## src/logic/scm_pkg.sv

```systemverilog
package scm_pkg;
  // ---------------------------------------------------------------
  // Timing
  // ---------------------------------------------------------------
  localparam int CLK_NS = 8;
  localparam int THRESH_NS = 120;
  localparam int THRESH_CYC = (THRESH_NS + CLK_NS - 1) / CLK_NS;
  localparam int GAP_NS = 400;
  localparam int GAP_CYC = (GAP_NS + CLK_NS - 1) / CLK_NS;
  localparam int HALF_BIT_NS = 1000;
  localparam int HALF_CYC = HALF_BIT_NS / CLK_NS;
  localparam int PHASE1_US = 100000;
  localparam int PHASE1_CYC = PHASE1_US * 1000 / CLK_NS;
  // ---------------------------------------------------------------
  // Frames
  // ---------------------------------------------------------------
  localparam logic [15:0] ENTRY_KEY = 16'h5A5A;
  localparam logic [4:0] KEY_BITS = 5'h10;
  localparam logic [4:0] CMD_BITS = 5'h0E;
  localparam int FRAME_BITS = 18;
  localparam logic [1:0] START_BITS = 2'h1;
  localparam logic [2:0] SV_OK = 3'h5;
  localparam logic [2:0] SV_ERR = 3'h6;
  localparam int CMD_DATA_LSB = 0;
  localparam int CMD_ADDR_LSB = 8;
  localparam int CMD_RW_POS = 12;
  localparam int CMD_PAR_POS = 13;
  localparam logic [3:0] EXIT_ADDR = 4'hA;
  localparam logic [7:0] EXIT_DATA = 8'h80;
  localparam logic [3:0] THIRD_CFG_ADDR = 4'h3;
  localparam int LOCK_BIT = 7;
  localparam int MON_EN_BIT = 0;
  localparam logic [7:0] RAM_RESET = 8'h00;
  // ---------------------------------------------------------------
  // Register bus map
  // ---------------------------------------------------------------
  localparam logic [3:0] REG_CTRL = 4'h0;
  localparam logic [3:0] REG_STATUS = 4'h4;
  localparam logic [3:0] REG_LASTCMD = 4'h8;
  localparam int CTRL_SYNC_BIT = 0;
  localparam logic [31:0] CTRL_RESET = 32'h0000_0000;

  typedef enum logic [2:0] {
    SCM_PHASE1 = 3'b001,
    SCM_CFG = 3'b010,
    SCM_NORMAL = 3'b100
  } scm_state_t;

  // Reply word with even parity over all 16 bits
  function automatic logic [15:0] scm_reply(input logic [3:0] addr,
                                            input logic [7:0] data,
                                            input logic [2:0] sv);
    logic [14:0] body;
    body = {addr, data, sv};
    return {^body, body};
  endfunction
endpackage

```

## src/logic/scm_tx_if.sv

```systemverilog
`timescale 1ns/1ps
interface scm_tx_if;
  logic ce;
  logic start;
  logic abort;
  logic [15:0] word;
  logic busy;
  logic line;
  modport ctl (output ce, output start, output abort, output word,
               input busy, input line);
  modport tx (input ce, input start, input abort, input word,
              output busy, output line);
endinterface

```

## src/logic/scm_manch_tx.sv

```systemverilog
`timescale 1ns/1ps
module scm_manch_tx
  import scm_pkg::*;
#(
  parameter int HALF_CYCLES = HALF_CYC
) (
  input wire logic clk,
  input wire logic arst_n,
  scm_tx_if.tx t
);
  localparam int CW = $clog2(HALF_CYCLES + 1);

  logic [FRAME_BITS-1:0] sr_q;
  logic [4:0] left_q;
  logic half_q;
  logic [CW-1:0] cnt_q;
  logic busy_q;
  logic line_q;

  // ---------------------------------------------------------------
  // Manchester-1 shifter, start bits then word LSB first
  // ---------------------------------------------------------------
  always_ff @(posedge clk or negedge arst_n) begin
    if (!arst_n) begin
      sr_q <= '0;
      left_q <= 5'h00;
      half_q <= 1'b0;
      cnt_q <= '0;
      busy_q <= 1'b0;
      line_q <= 1'b0;
    end else if (t.ce) begin
      if (t.abort) begin
        busy_q <= 1'b0;
        line_q <= 1'b0;
      end else if (!busy_q) begin
        if (t.start) begin
          sr_q <= {t.word, START_BITS};
          left_q <= 5'(FRAME_BITS - 1);
          half_q <= 1'b0;
          cnt_q <= '0;
          busy_q <= 1'b1;
          line_q <= START_BITS[0];
        end
      end else if (cnt_q == CW'(HALF_CYCLES - 1)) begin
        cnt_q <= '0;
        if (!half_q) begin
          half_q <= 1'b1;
          line_q <= ~sr_q[0];
        end else if (left_q == 5'h00) begin
          busy_q <= 1'b0;
          line_q <= 1'b0;
        end else begin
          half_q <= 1'b0;
          sr_q <= sr_q >> 1;
          left_q <= left_q - 5'h01;
          line_q <= sr_q[1];
        end
      end else begin
        cnt_q <= cnt_q + 1'b1;
      end
    end
  end

  assign t.busy = busy_q;
  assign t.line = line_q;
endmodule

```

## src/logic/scm_link.sv

```systemverilog
`timescale 1ns/1ps
module scm_link
  import scm_pkg::*;
#(
  parameter int PHASE1_CYCLES = PHASE1_CYC,
  parameter int HALF_CYCLES = HALF_CYC
) (
  input wire logic clk,
  input wire logic arst_n,
  input wire logic clk_en,
  input wire logic bus_supply_positive_pin,
  input wire logic power_fail_reset,
  output logic bus_current_hi_q,
  output logic analog_monitor_out_enable_q,
  output logic sync_pulse_q,
  output logic cfg_mode_q,
  input wire logic [3:0] avs_address,
  input wire logic avs_read,
  input wire logic avs_write,
  input wire logic [31:0] avs_writedata,
  output logic [31:0] avs_readdata,
  output logic avs_waitrequest
);
  scm_tx_if tx_bus ();

  logic [2:0] pin_sync_q;
  logic [2:0] pf_sync_q;
  logic lvl_q;
  logic pf_q;
  logic [7:0] hi_cnt_q;
  logic [7:0] lo_cnt_q;
  logic [4:0] bit_cnt_q;
  logic [15:0] rx_sr_q;
  scm_state_t state_q;
  logic [31:0] p1_cnt_q;
  logic [7:0] ram_q [16];
  logic tx_start_q;
  logic [15:0] tx_word_q;
  logic [31:0] ctrl_q;
  logic [13:0] last_cmd_q;
  logic par_err_q;
  logic [31:0] readdata_q;
  logic wait_q;

  logic lvl_rise, lvl_fall, frame_end, key_hit, cmd_hit, par_ok, locked;
  logic is_write, is_exit, ram_we;
  logic [13:0] cmd;
  logic [3:0] cmd_addr;
  logic [7:0] cmd_data;

  // ---------------------------------------------------------------
  // Pin synchronisers and pulse timing
  // ---------------------------------------------------------------
  always_ff @(posedge clk or negedge arst_n) begin
    if (!arst_n) begin
      pin_sync_q <= 3'h0;
      pf_sync_q <= 3'h0;
      lvl_q <= 1'b0;
      pf_q <= 1'b0;
    end else if (clk_en) begin
      pin_sync_q <= {pin_sync_q[1:0], bus_supply_positive_pin};
      pf_sync_q <= {pf_sync_q[1:0], power_fail_reset};
      if (pin_sync_q[1] == pin_sync_q[2]) lvl_q <= pin_sync_q[2];
      if (pf_sync_q[1] == pf_sync_q[2]) pf_q <= pf_sync_q[2];
    end
  end

  assign lvl_rise = (pin_sync_q[1] == pin_sync_q[2]) && pin_sync_q[2]
                    && !lvl_q;
  assign lvl_fall = (pin_sync_q[1] == pin_sync_q[2]) && !pin_sync_q[2]
                    && lvl_q;
  assign frame_end = !lvl_q && lo_cnt_q == 8'(GAP_CYC - 1)
                     && bit_cnt_q != 5'h00;

  always_ff @(posedge clk or negedge arst_n) begin
    if (!arst_n) begin
      hi_cnt_q <= 8'h00;
      lo_cnt_q <= 8'h00;
      bit_cnt_q <= 5'h00;
      rx_sr_q <= 16'h0000;
    end else if (clk_en) begin
      if (pf_q) begin
        hi_cnt_q <= 8'h00;
        lo_cnt_q <= 8'h00;
        bit_cnt_q <= 5'h00;
      end else begin
        if (lvl_q && hi_cnt_q != 8'hFF) hi_cnt_q <= hi_cnt_q + 8'h01;
        if (!lvl_q && lo_cnt_q != 8'hFF) lo_cnt_q <= lo_cnt_q + 8'h01;
        if (lvl_rise) lo_cnt_q <= 8'h00;
        if (lvl_fall) begin
          hi_cnt_q <= 8'h00;
          // Long pulse is a one
          rx_sr_q <= {hi_cnt_q >= 8'(THRESH_CYC), rx_sr_q[15:1]};
          if (bit_cnt_q != 5'h1F) bit_cnt_q <= bit_cnt_q + 5'h01;
        end else if (frame_end) begin
          bit_cnt_q <= 5'h00;
        end
      end
    end
  end

  // ---------------------------------------------------------------
  // Frame decode
  // ---------------------------------------------------------------
  assign key_hit = frame_end && bit_cnt_q == KEY_BITS
                   && rx_sr_q == ENTRY_KEY;
  assign cmd_hit = frame_end && bit_cnt_q == CMD_BITS;
  assign cmd = rx_sr_q[15:2];
  assign cmd_data = cmd[CMD_ADDR_LSB-1:CMD_DATA_LSB];
  assign cmd_addr = cmd[CMD_RW_POS-1:CMD_ADDR_LSB];
  assign par_ok = ~^cmd;
  assign locked = ram_q[THIRD_CFG_ADDR][LOCK_BIT];
  assign is_write = !cmd[CMD_RW_POS];
  assign is_exit = is_write && cmd_addr == EXIT_ADDR
                   && cmd_data == EXIT_DATA;
  assign ram_we = clk_en && !pf_q && state_q == SCM_CFG && cmd_hit
                  && par_ok && is_write && !is_exit && !locked;

  // ---------------------------------------------------------------
  // Mode sequence
  // ---------------------------------------------------------------
  always_ff @(posedge clk or negedge arst_n) begin
    if (!arst_n) begin
      state_q <= SCM_PHASE1;
      p1_cnt_q <= 32'h0000_0000;
      cfg_mode_q <= 1'b0;
    end else if (clk_en) begin
      cfg_mode_q <= state_q == SCM_CFG;
      if (pf_q) begin
        state_q <= SCM_PHASE1;
        p1_cnt_q <= 32'h0000_0000;
      end else begin
        case (state_q)
          SCM_PHASE1: begin
            p1_cnt_q <= p1_cnt_q + 32'h0000_0001;
            if (key_hit) begin
              state_q <= SCM_CFG;
            end else if (p1_cnt_q == 32'(PHASE1_CYCLES - 1)) begin
              state_q <= SCM_NORMAL;
            end
          end
          SCM_CFG: begin
            if (cmd_hit && par_ok && is_exit) begin
              state_q <= SCM_PHASE1;
              p1_cnt_q <= 32'h0000_0000;
            end
          end
          SCM_NORMAL: state_q <= SCM_NORMAL;
          default: state_q <= SCM_PHASE1;
        endcase
      end
    end
  end

  // ---------------------------------------------------------------
  // Register RAM and replies
  // ---------------------------------------------------------------
  always_ff @(posedge clk or negedge arst_n) begin
    if (!arst_n) begin
      for (int i = 0; i < 16; i++) ram_q[i] <= RAM_RESET;
    end else if (ram_we) begin
      ram_q[cmd_addr] <= cmd_data;
    end
  end

  always_ff @(posedge clk or negedge arst_n) begin
    if (!arst_n) begin
      tx_start_q <= 1'b0;
      tx_word_q <= 16'h0000;
      last_cmd_q <= 14'h0000;
      par_err_q <= 1'b0;
    end else if (clk_en) begin
      tx_start_q <= 1'b0;
      if (!pf_q) begin
        if (state_q == SCM_PHASE1 && key_hit) begin
          tx_start_q <= 1'b1;
          tx_word_q <= scm_reply(THIRD_CFG_ADDR, ram_q[THIRD_CFG_ADDR],
                                 SV_OK);
        end else if (state_q == SCM_CFG && cmd_hit) begin
          tx_start_q <= 1'b1;
          last_cmd_q <= cmd;
          par_err_q <= !par_ok;
          if (!par_ok) begin
            tx_word_q <= scm_reply(4'h0, 8'h00, SV_ERR);
          end else if (is_write && (is_exit || !locked)) begin
            tx_word_q <= scm_reply(cmd_addr, cmd_data, SV_OK);
          end else begin
            tx_word_q <= scm_reply(cmd_addr, ram_q[cmd_addr],
                                   SV_OK);
          end
        end
      end
    end
  end

  assign tx_bus.ce = clk_en;
  assign tx_bus.start = tx_start_q;
  assign tx_bus.abort = pf_q;
  assign tx_bus.word = tx_word_q;

  scm_manch_tx #(.HALF_CYCLES(HALF_CYCLES)) u_tx (
    .clk(clk),
    .arst_n(arst_n),
    .t(tx_bus.tx)
  );

  // ---------------------------------------------------------------
  // Pin outputs
  // ---------------------------------------------------------------
  always_ff @(posedge clk or negedge arst_n) begin
    if (!arst_n) begin
      bus_current_hi_q <= 1'b0;
      analog_monitor_out_enable_q <= 1'b0;
      sync_pulse_q <= 1'b0;
    end else if (clk_en) begin
      bus_current_hi_q <= tx_bus.line && !pf_q;
      analog_monitor_out_enable_q <=
        ram_q[THIRD_CFG_ADDR][MON_EN_BIT];
      sync_pulse_q <= state_q == SCM_NORMAL && lvl_rise && !pf_q
                      && ctrl_q[CTRL_SYNC_BIT];
    end
  end

  // ---------------------------------------------------------------
  // Avalon-MM slave
  // ---------------------------------------------------------------
  always_ff @(posedge clk or negedge arst_n) begin
    if (!arst_n) begin
      wait_q <= 1'b1;
      readdata_q <= 32'h0000_0000;
      ctrl_q <= CTRL_RESET;
    end else if (clk_en) begin
      if ((avs_read || avs_write) && wait_q) begin
        wait_q <= 1'b0;
        case (avs_address)
          REG_CTRL: readdata_q <= ctrl_q;
          REG_STATUS: readdata_q <= {26'h0, par_err_q, tx_bus.busy, pf_q,
                                     state_q};
          REG_LASTCMD: readdata_q <= {18'h0, last_cmd_q};
          default: readdata_q <= 32'h0000_0000;
        endcase
      end else begin
        wait_q <= 1'b1;
        if (avs_write && !wait_q && avs_address == REG_CTRL) begin
          ctrl_q <= avs_writedata;
        end
      end
    end
  end

  assign avs_readdata = readdata_q;
  assign avs_waitrequest = wait_q;
endmodule

```

## config.mk

```make
export PLATFORM = sky130hd
export DESIGN_NAME = scm_link
export DESIGN_NICKNAME = d
export VERILOG_FILES = /design/src/logic/scm_pkg.sv /design/src/logic/scm_tx_if.sv /design/src/logic/scm_manch_tx.sv /design/src/logic/scm_link.sv
export SDC_FILE = /design/constraint.sdc
export NUM_CORES = 1
export LEC_CHECK = 0
export ABC_AREA = 1
export BUFFER_PORTS_ARGS = -buffer_cell sky130_fd_sc_hd__buf_2
export CELL_PAD_IN_SITES_DETAIL_PLACEMENT = 2
export CELL_PAD_IN_SITES_GLOBAL_PLACEMENT = 2
export CORE_MARGIN = 2
export CORE_UTILIZATION = 35
export CTS_CLUSTER_DIAMETER = 50
export DETAILED_ROUTE_END_ITERATION = 10
export PLACE_DENSITY = 0.81
export SKIP_LAST_GASP = 1
export SLEW_MARGIN = 20
export SYNTH_ARGS = -nofsm -noshare
export SYNTH_HDL_FRONTEND = slang
export SYNTH_HIERARCHICAL = 1
export SYNTH_SLANG_ARGS = --single-unit
export TNS_END_PERCENT = 5
```

## constraint.sdc

```tcl
create_clock -name clk -period 3.35 [get_ports clk]
set_clock_uncertainty 0.15 [all_clocks]
set_input_delay 0.1675 -clock clk [delete_from_list [all_inputs] [get_ports clk]]
set_output_delay 0.1675 -clock clk [all_outputs]
set_load 0.005 [all_outputs]
```

==> impl_metrics.tcl, run 1 <==
set metrics [dict create \
    rows 81 \
    clockBufferDepth 3 \
    startpoint "rx_sr_q[13]" \
    crit_path_frequent_cell "nand2_1" \
    cp-end-kind "flip-flop" \
    comb_power_share_pct 35.4 \
    grt_use_total_pct 25.81 \
    cp_cell_sequence "inv_1 > buf_4 > ha_1 > nand2_1 > nor4_1 > nand2_1 > nor2_1 > nand2_1 > nand2_1 > inv_1 > a21oi_1 > a21oi_1" \
    setup_viol 0 \
    die_x_microns 227.1 \
    swShare_pct 41.91 \
    start_kind "flip-flop" \
    crit_type "flip-flop to flip-flop" \
    p_leak_nw 9.762 \
    gp_congestion 0.8516 \
    seqPwrFrac_pct 31.7 \
    dpl.hpwl_microns 39770 \
    postRouteAntennaNets 0 \
    cts_tree "done" \
    grt_pass1_wl_microns 103400 \
    ys_seq_area_share_pct 49.13 \
    outcome "finished, final reports clean" \
    synth_edf_count 0 \
    clk_pin_slew_ps 50 \
    reg2reg_to "tx_bus.word[6]" \
    synthXorXnorAreaFrac_pct 2.262 \
    htree_num_levels 2 \
    cp_max_fo 16 \
    multi_input_area_sq_um 7547 \
    syn_to_final_growth_pct 17.95 \
    tns_ps 0 \
    fillers 5490 \
    synth_ff_type "dfrtp_1" \
    ys_ff_latch 342 \
    hold_viol 0 \
    yosysTopAreaCell "dfrtp_1" \
    ys_types 51 \
    cp.arrival_ps 3460 \
    yosys_warnings 6 \
    crit_slowest_cell "dfrtp_1" \
    synth-compound-area-share_pct 13.54 \
    hold_path.class "primary input to flip-flop" \
    core_sq_um 49050 \
    cp.required_ps 3660 \
    cts_buffers 49 \
    die-area_sq_um 51590 \
    peakVddDrop_v 0.0004069 \
    fin_crit_ps 3153 \
    route.detailed.drc 0 \
    clk_latency_ps 610 \
    clock-sinks 342 \
    powerDensity_nw_per_um2 796.4 \
    intPower_w 0.009509 \
    root_buffer "clkbuf_16" \
    viasPerCell 5.311 \
    whs_path_depth 5 \
    synth_top_family_by_area "simple AND/OR/NAND/NOR gates" \
    clock.fmax_mhz 317.2 \
    drive_gt1_share_pct 13.99 \
    die_h_microns 227.1 \
    gr-total-overflow 0 \
    rr_worst_depth 12 \
    wl_microns 66380 \
    grt_max_degree 94 \
    fin_nets 2326 \
    via_count 15715 \
    synthTopCellsByArea "dfrtp_1 49%, nand2_1 14%, o21ai_0 4.9%, inv_1 4.3%, o21ai_2 3.3%" \
    slew_viol_final 0 \
    io_pins 80 \
    fin_util_pct 41.90 \
    drt_iter0_drc 923 \
    start_util_pct 35.52 \
    crit_end "tx_bus.word[6]" \
    syn_nets 2218 \
    synthAdderAreaFrac_pct 2.082 \
    worstReg2RegStart "rx_sr_q[13]" \
    synth_area_sq_um 17430 \
    synthCells 2146 \
    power.switching_w 0.006860 \
    clkPwrFrac_pct 32.9 \
    min_period_over_period_pct 94.11 \
    rsz0062_at_grt "yes" \
    port_buffers 79 \
    register_area_sq_um 8562 \
    maxCapViolCount 0 \
    wl_per_cell_microns 22.43 \
    antenna_found_initial 1 \
    cts_setup_buffers 0 \
    syn_area_per_cell_sq_um 8.120 \
    synth-simple-area-share_pct 25.30 \
    synth.top_cell.area_share_pct 48.83 \
    rrSetupSlack_ps 200 \
    synth.mux.area_fraction_pct 0.06462 \
    async_flop_share_pct 100.0 \
    cp_slowest_stage_delay_ps 430 \
    tightest_slew_ps 813.9 \
    grt_pass1_vias 17709 \
    dr.pass1.iters 5 \
    slew_headroom_pct 45.74 \
]
## metal layers
metal  global-route usage, %  vias up  share of wire, %
met5                       0        -                 0
met4                   8.307        0               2.9
met3                   3.936      123               3.9
met2                   47.14      312                52
met1                   31.00     8125                41
li1                        -     7155                 -
## stage by stage
| step | cell area [sq um] | std cells | setup slack (ps) | total power [W] | hold WS, ps |
|---|---|---|---|---|---|
| after detailed placement | 18490 | 2828 | 249.0 | 0.01070 | 104.9 |
| final | 20550 | 2959 | 197.4 | 0.01637 | 41.91 |
| after global placement | 18490 | 2828 | 479.7 | 0.01034 | 110.8 |
| after CTS | 20540 | 2958 | 180.0 | 0.01627 | 3.252 |
| after floorplan | 17430 | 2146 | 390.8 | 0.008721 | -278.1 |
| after global routing | 20550 | 2959 | -17.98 | 0.01724 | 50.71 |
## power groups by stage
stage | clock, W | combinational [W] | sequential, W
after floorplan | 0 | 0.00367 | 0.00505
after global placement | 0 | 0.00517 | 0.00516
after detailed placement | 0 | 0.00549 | 0.00521
after global routing | 0.00563 | 0.00634 | 0.00526
after CTS | 0.00539 | 0.00571 | 0.00517
final | 0.00538 | 0.00579 | 0.00519
## flip-flops by register name (all words and copies together), names as in the netlist, 3 cells and up
register	cells
p1_cnt_q	32
tx_bus.word	16
hi_cnt_q	8
ctrl_q	32
pf_sync_q	3
avs_readdata	32
state_q	3
u_tx/cnt_q	7
lo_cnt_q	8
bit_cnt_q	5
u_tx/left_q	5
pin_sync_q	3
u_tx/sr_q	18
rx_sr_q	16
last_cmd_q	14
ram_q	127
## how the worst min path moves through the flow
stage	end	slack, ps	start
2_1_floorplan	analog_monitor_out_enable_q	-280	arst_n
3_3_place_gp	avs_readdata[14]	110	arst_n
6_report	ctrl_q[14]	40	avs_write
5_1_grt	ctrl_q[14]	50	avs_write
4_1_cts	ctrl_q[5]	3	avs_write
3_5_place_dp	u_tx/t.busy	100	arst_n
## cells in the mapped netlist, types with 4 or more instances
cell type / number
nand2_1: 661
dfrtp_1: 340
inv_1: 199
o21ai_0: 172
nor2_1: 136
nand3_1: 104
clkbuf_1: 67
o21ai_2: 66
o21ai_1: 63
a21oi_1: 55
nor3_1: 40
ha_1: 29
xnor2_1: 25
nand4_1: 22
buf_6: 20
xor2_1: 20
nand2_4: 19
nor4_1: 14
o211ai_1: 12
o22ai_1: 12
buf_1: 8
buf_2: 6
o21a_1: 6
inv_2: 5
nor2_8: 4
o31ai_1: 4
## layout by cell type (no fill, tap or decap), types with 36 or more instances in the layout
| cell | count |
|---|---|
| inv_1 | 199 |
| o21ai_2 | 66 |
| o21ai_0 | 172 |
| nor3_1 | 40 |
| nor2_1 | 134 |
| a21oi_1 | 55 |
| nand3_1 | 104 |
| buf_4 | 36 |
| dfrtp_1 | 339 |
| dlygate4sd3_1 | 39 |
| clkbuf_16 | 50 |
| nand2_1 | 661 |
| o21ai_1 | 63 |
| buf_2 | 78 |
## layout make-up
class | count | share of cell area (%)
Antenna cell | 1 | 0.01218
Clock buffer | 66 | 6.672
Clock inverter | 25 | 1.424
Inverter | 207 | 3.786
Multi-Input combinational cell | 1494 | 36.72
Sequential cell | 342 | 41.66
Tap cell | 664 | 4.042
Timing Repair Buffer | 160 | 5.686
## critical path: cells and delay by family (launching register included)
kind	cells	cell delay, ps
adder cells (fa/ha/maj)	1	270
AO/OA/AOI/OAI	2	310
flip-flops	1	430
buffers and inverters	3	740
AND/OR/NAND/NOR	6	1110
## cell families after synthesis
family | count (synthesis)
AND/OR/NAND/NOR | 1018
AO/OA/AOI/OAI | 401
multiplexers | 1
buffers and inverters | 310
XOR/XNOR | 45
adder cells (fa/ha/maj) | 29
flip-flops | 342
## repair_timing
| item | 4_1_cts | 5_1_grt |
|---|---|---|
| hold buffers | 39 | 0 |
| hold endpoints to repair | 127 | 0 |
| resized for setup | 0 | 2 |
| endpoints found under the setup margin | 0 | 4 |
Power figures use the tool's default switching activity.
==> run 2: changes to the inputs <==
Settings changed: HOLD_SLACK_MARGIN set to 0.1.
==> impl_metrics.tcl, run 2 (synthesis gave the netlist of run 1 again) <==
set metrics [dict create \
    drive_gt1_share_pct 13.92 \
    clock.fmax_mhz 301.8 \
    crit_slowest_cell "o21ai_0" \
    via_count 16483 \
    maxCapViolCount 0 \
    hold_viol 0 \
    outcome "finished, final reports clean" \
    largest_register "ram_q" \
    hold_slack_ps 190.0 \
    slew_viol_final 0 \
    crit_type "flip-flop to flip-flop" \
    largest_register_ffs 127 \
    rsz0062_at_grt "yes" \
    clk_pin_slew_ps 70 \
    tns_ps 0 \
    antennaDiodeCount 0 \
    cp_slowest_stage_delay_ps 1020 \
    die-area_sq_um 51590 \
    rows 81 \
    cts_setup_buffers 0 \
    clockBufferDepth 3 \
    cp.arrival_ps 3570 \
    antenna_found_initial 2 \
    cp-end-kind "flip-flop" \
    dp_slack_ps 249.0 \
    die_h_microns 227.1 \
    gr-usage-met1_pct 33.32 \
    dr.pass1.iters 5 \
    cp_cell_sequence "o21ai_0 > dlygate4sd3_1 > nor2_1 > nand2_1 > o21ai_0" \
    start_kind "flip-flop" \
    layout_commonest_cell "nand2_1" \
    hold_path.class "primary input to flip-flop" \
    setup_slack_ps 36.94 \
    die_x_microns 227.1 \
    grt_pass1_wl_microns 111800 \
    final_cell_mix "661 x nand2_1, 339 x dfrtp_1, 199 x inv_1, 172 x o21ai_0, 134 x nor2_1" \
    gr-total-overflow 0 \
    p_leak_nw 9.842 \
    fillers 5475 \
    dpl.hpwl_microns 39770 \
    port_buffers 79 \
    start_util_pct 35.52 \
    core_sq_um 49050 \
    min_period_over_period_pct 98.90 \
    viasPerCell 5.524 \
    fin_util_pct 42.44 \
    powerDensity_nw_per_um2 807.2 \
    htree_num_levels 2 \
    peakVddDrop_v 0.0004054 \
    crit_path_frequent_cell "o21ai_0" \
    route.detailed.drc 0 \
    cts_tree "done" \
    use_met2_pct 50.18 \
    wl_microns 77070 \
    postRouteAntennaNets 0 \
    tightest_slew_ps 1068 \
    grt_pass1_vias 18269 \
    fin_nets 2352 \
    top_usage_layer "met2" \
    cp_max_fo 18 \
    final_area_sq_um 20820 \
    io_pins 80 \
    wl_per_cell_microns 25.83 \
    placed_cell_area_sq_um 18490 \
    root_buffer "clkbuf_16" \
    cts_buffers 49 \
    grt_max_degree 85 \
    grt_use_total_pct 28.34 \
    grt_util_met3_pct 5.059 \
    gp_congestion 0.8516 \
    clk_latency_ps 600 \
    slew_headroom_pct 28.07 \
    drt_iter0_drc 1038 \
    setup_viol 0 \
    clock-sinks 342 \
    cp.required_ps 3610 \
    syn_to_final_growth_pct 19.47 \
    fin_crit_ps 3313 \
]
run 2: cell count changes in the layout (fill, tap and decap cells not counted):
| cell | delta |
|---|---|
| nor2_2 | +1 |
| buf_12 | +1 |
| dlygate4sd3_1 | +24 |
| diode_2 | -1 |
run 2: final cells by class:
cell class	instances	area [sq um]	area share [%]
Timing Repair Buffer	185	1429	6.864
Inverter	207	778.2	3.738
Multi-Input combinational cell	1495	7553	36.28
Clock inverter	25	292.8	1.406
Tap cell	664	830.8	3.991
Sequential cell	342	8562	41.13
Clock buffer	66	1371	6.587
run 2: worst max-delay path, delay by kind of cell, from the launching register on:
family / cells / cell delay, ps
AO/OA/AOI/OAI: 2 / 1130
AND/OR/NAND/NOR: 2 / 670
flip-flops: 1 / 580
buffers and inverters: 1 / 580
run 2: worst paths after layout:
path                                    endpoint  slack (ps)  cells after the start             from
max in group asynchronous              ram_q[94]        1540                      4           arst_n
worst min register to register        ram_q[126]         330                      2       ram_q[126]
min in group asynchronous          u_tx/sr_q[17]         570                      3           arst_n
worst max-delay path            avs_readdata[24]          40                      5  avs_waitrequest
worst min-delay path                  ctrl_q[18]         190                      4        avs_write
worst max register to register  avs_readdata[24]          40                      5  avs_waitrequest
run 2: per-layer routing:
layer | share of wire, % | vias up
li1 | - | 7211
met1 | 40 | 8484
met2 | 50 | 533
met3 | 5.0 | 251
met4 | 5.2 | 4
met5 | 0.030 | -
run 2: report_power, final:
part	total, W	switching [W]	internal [W]	leakage, nW
combinational	0.00607	0.00443	0.00164	4.56
clock	0.00546	0.00224	0.00322	0.798
sequential	0.00528	0.000595	0.00468	4.48
total	0.0168	0.00726	0.00954	9.84
run 2: per-stage QoR:
stage	instances	power, W
after detailed placement	2828	0.01070
after floorplan	2146	0.008721
final	2984	0.01680
after global routing	2984	0.01758
after CTS	2983	0.01631
after global placement	2828	0.01034
run 2: what timing repair did:
action                     4_1_cts  5_1_grt
setup endpoints to repair        0       13
hold buffers                    64        0
resized for setup                0        2
hold endpoints to repair       336        0
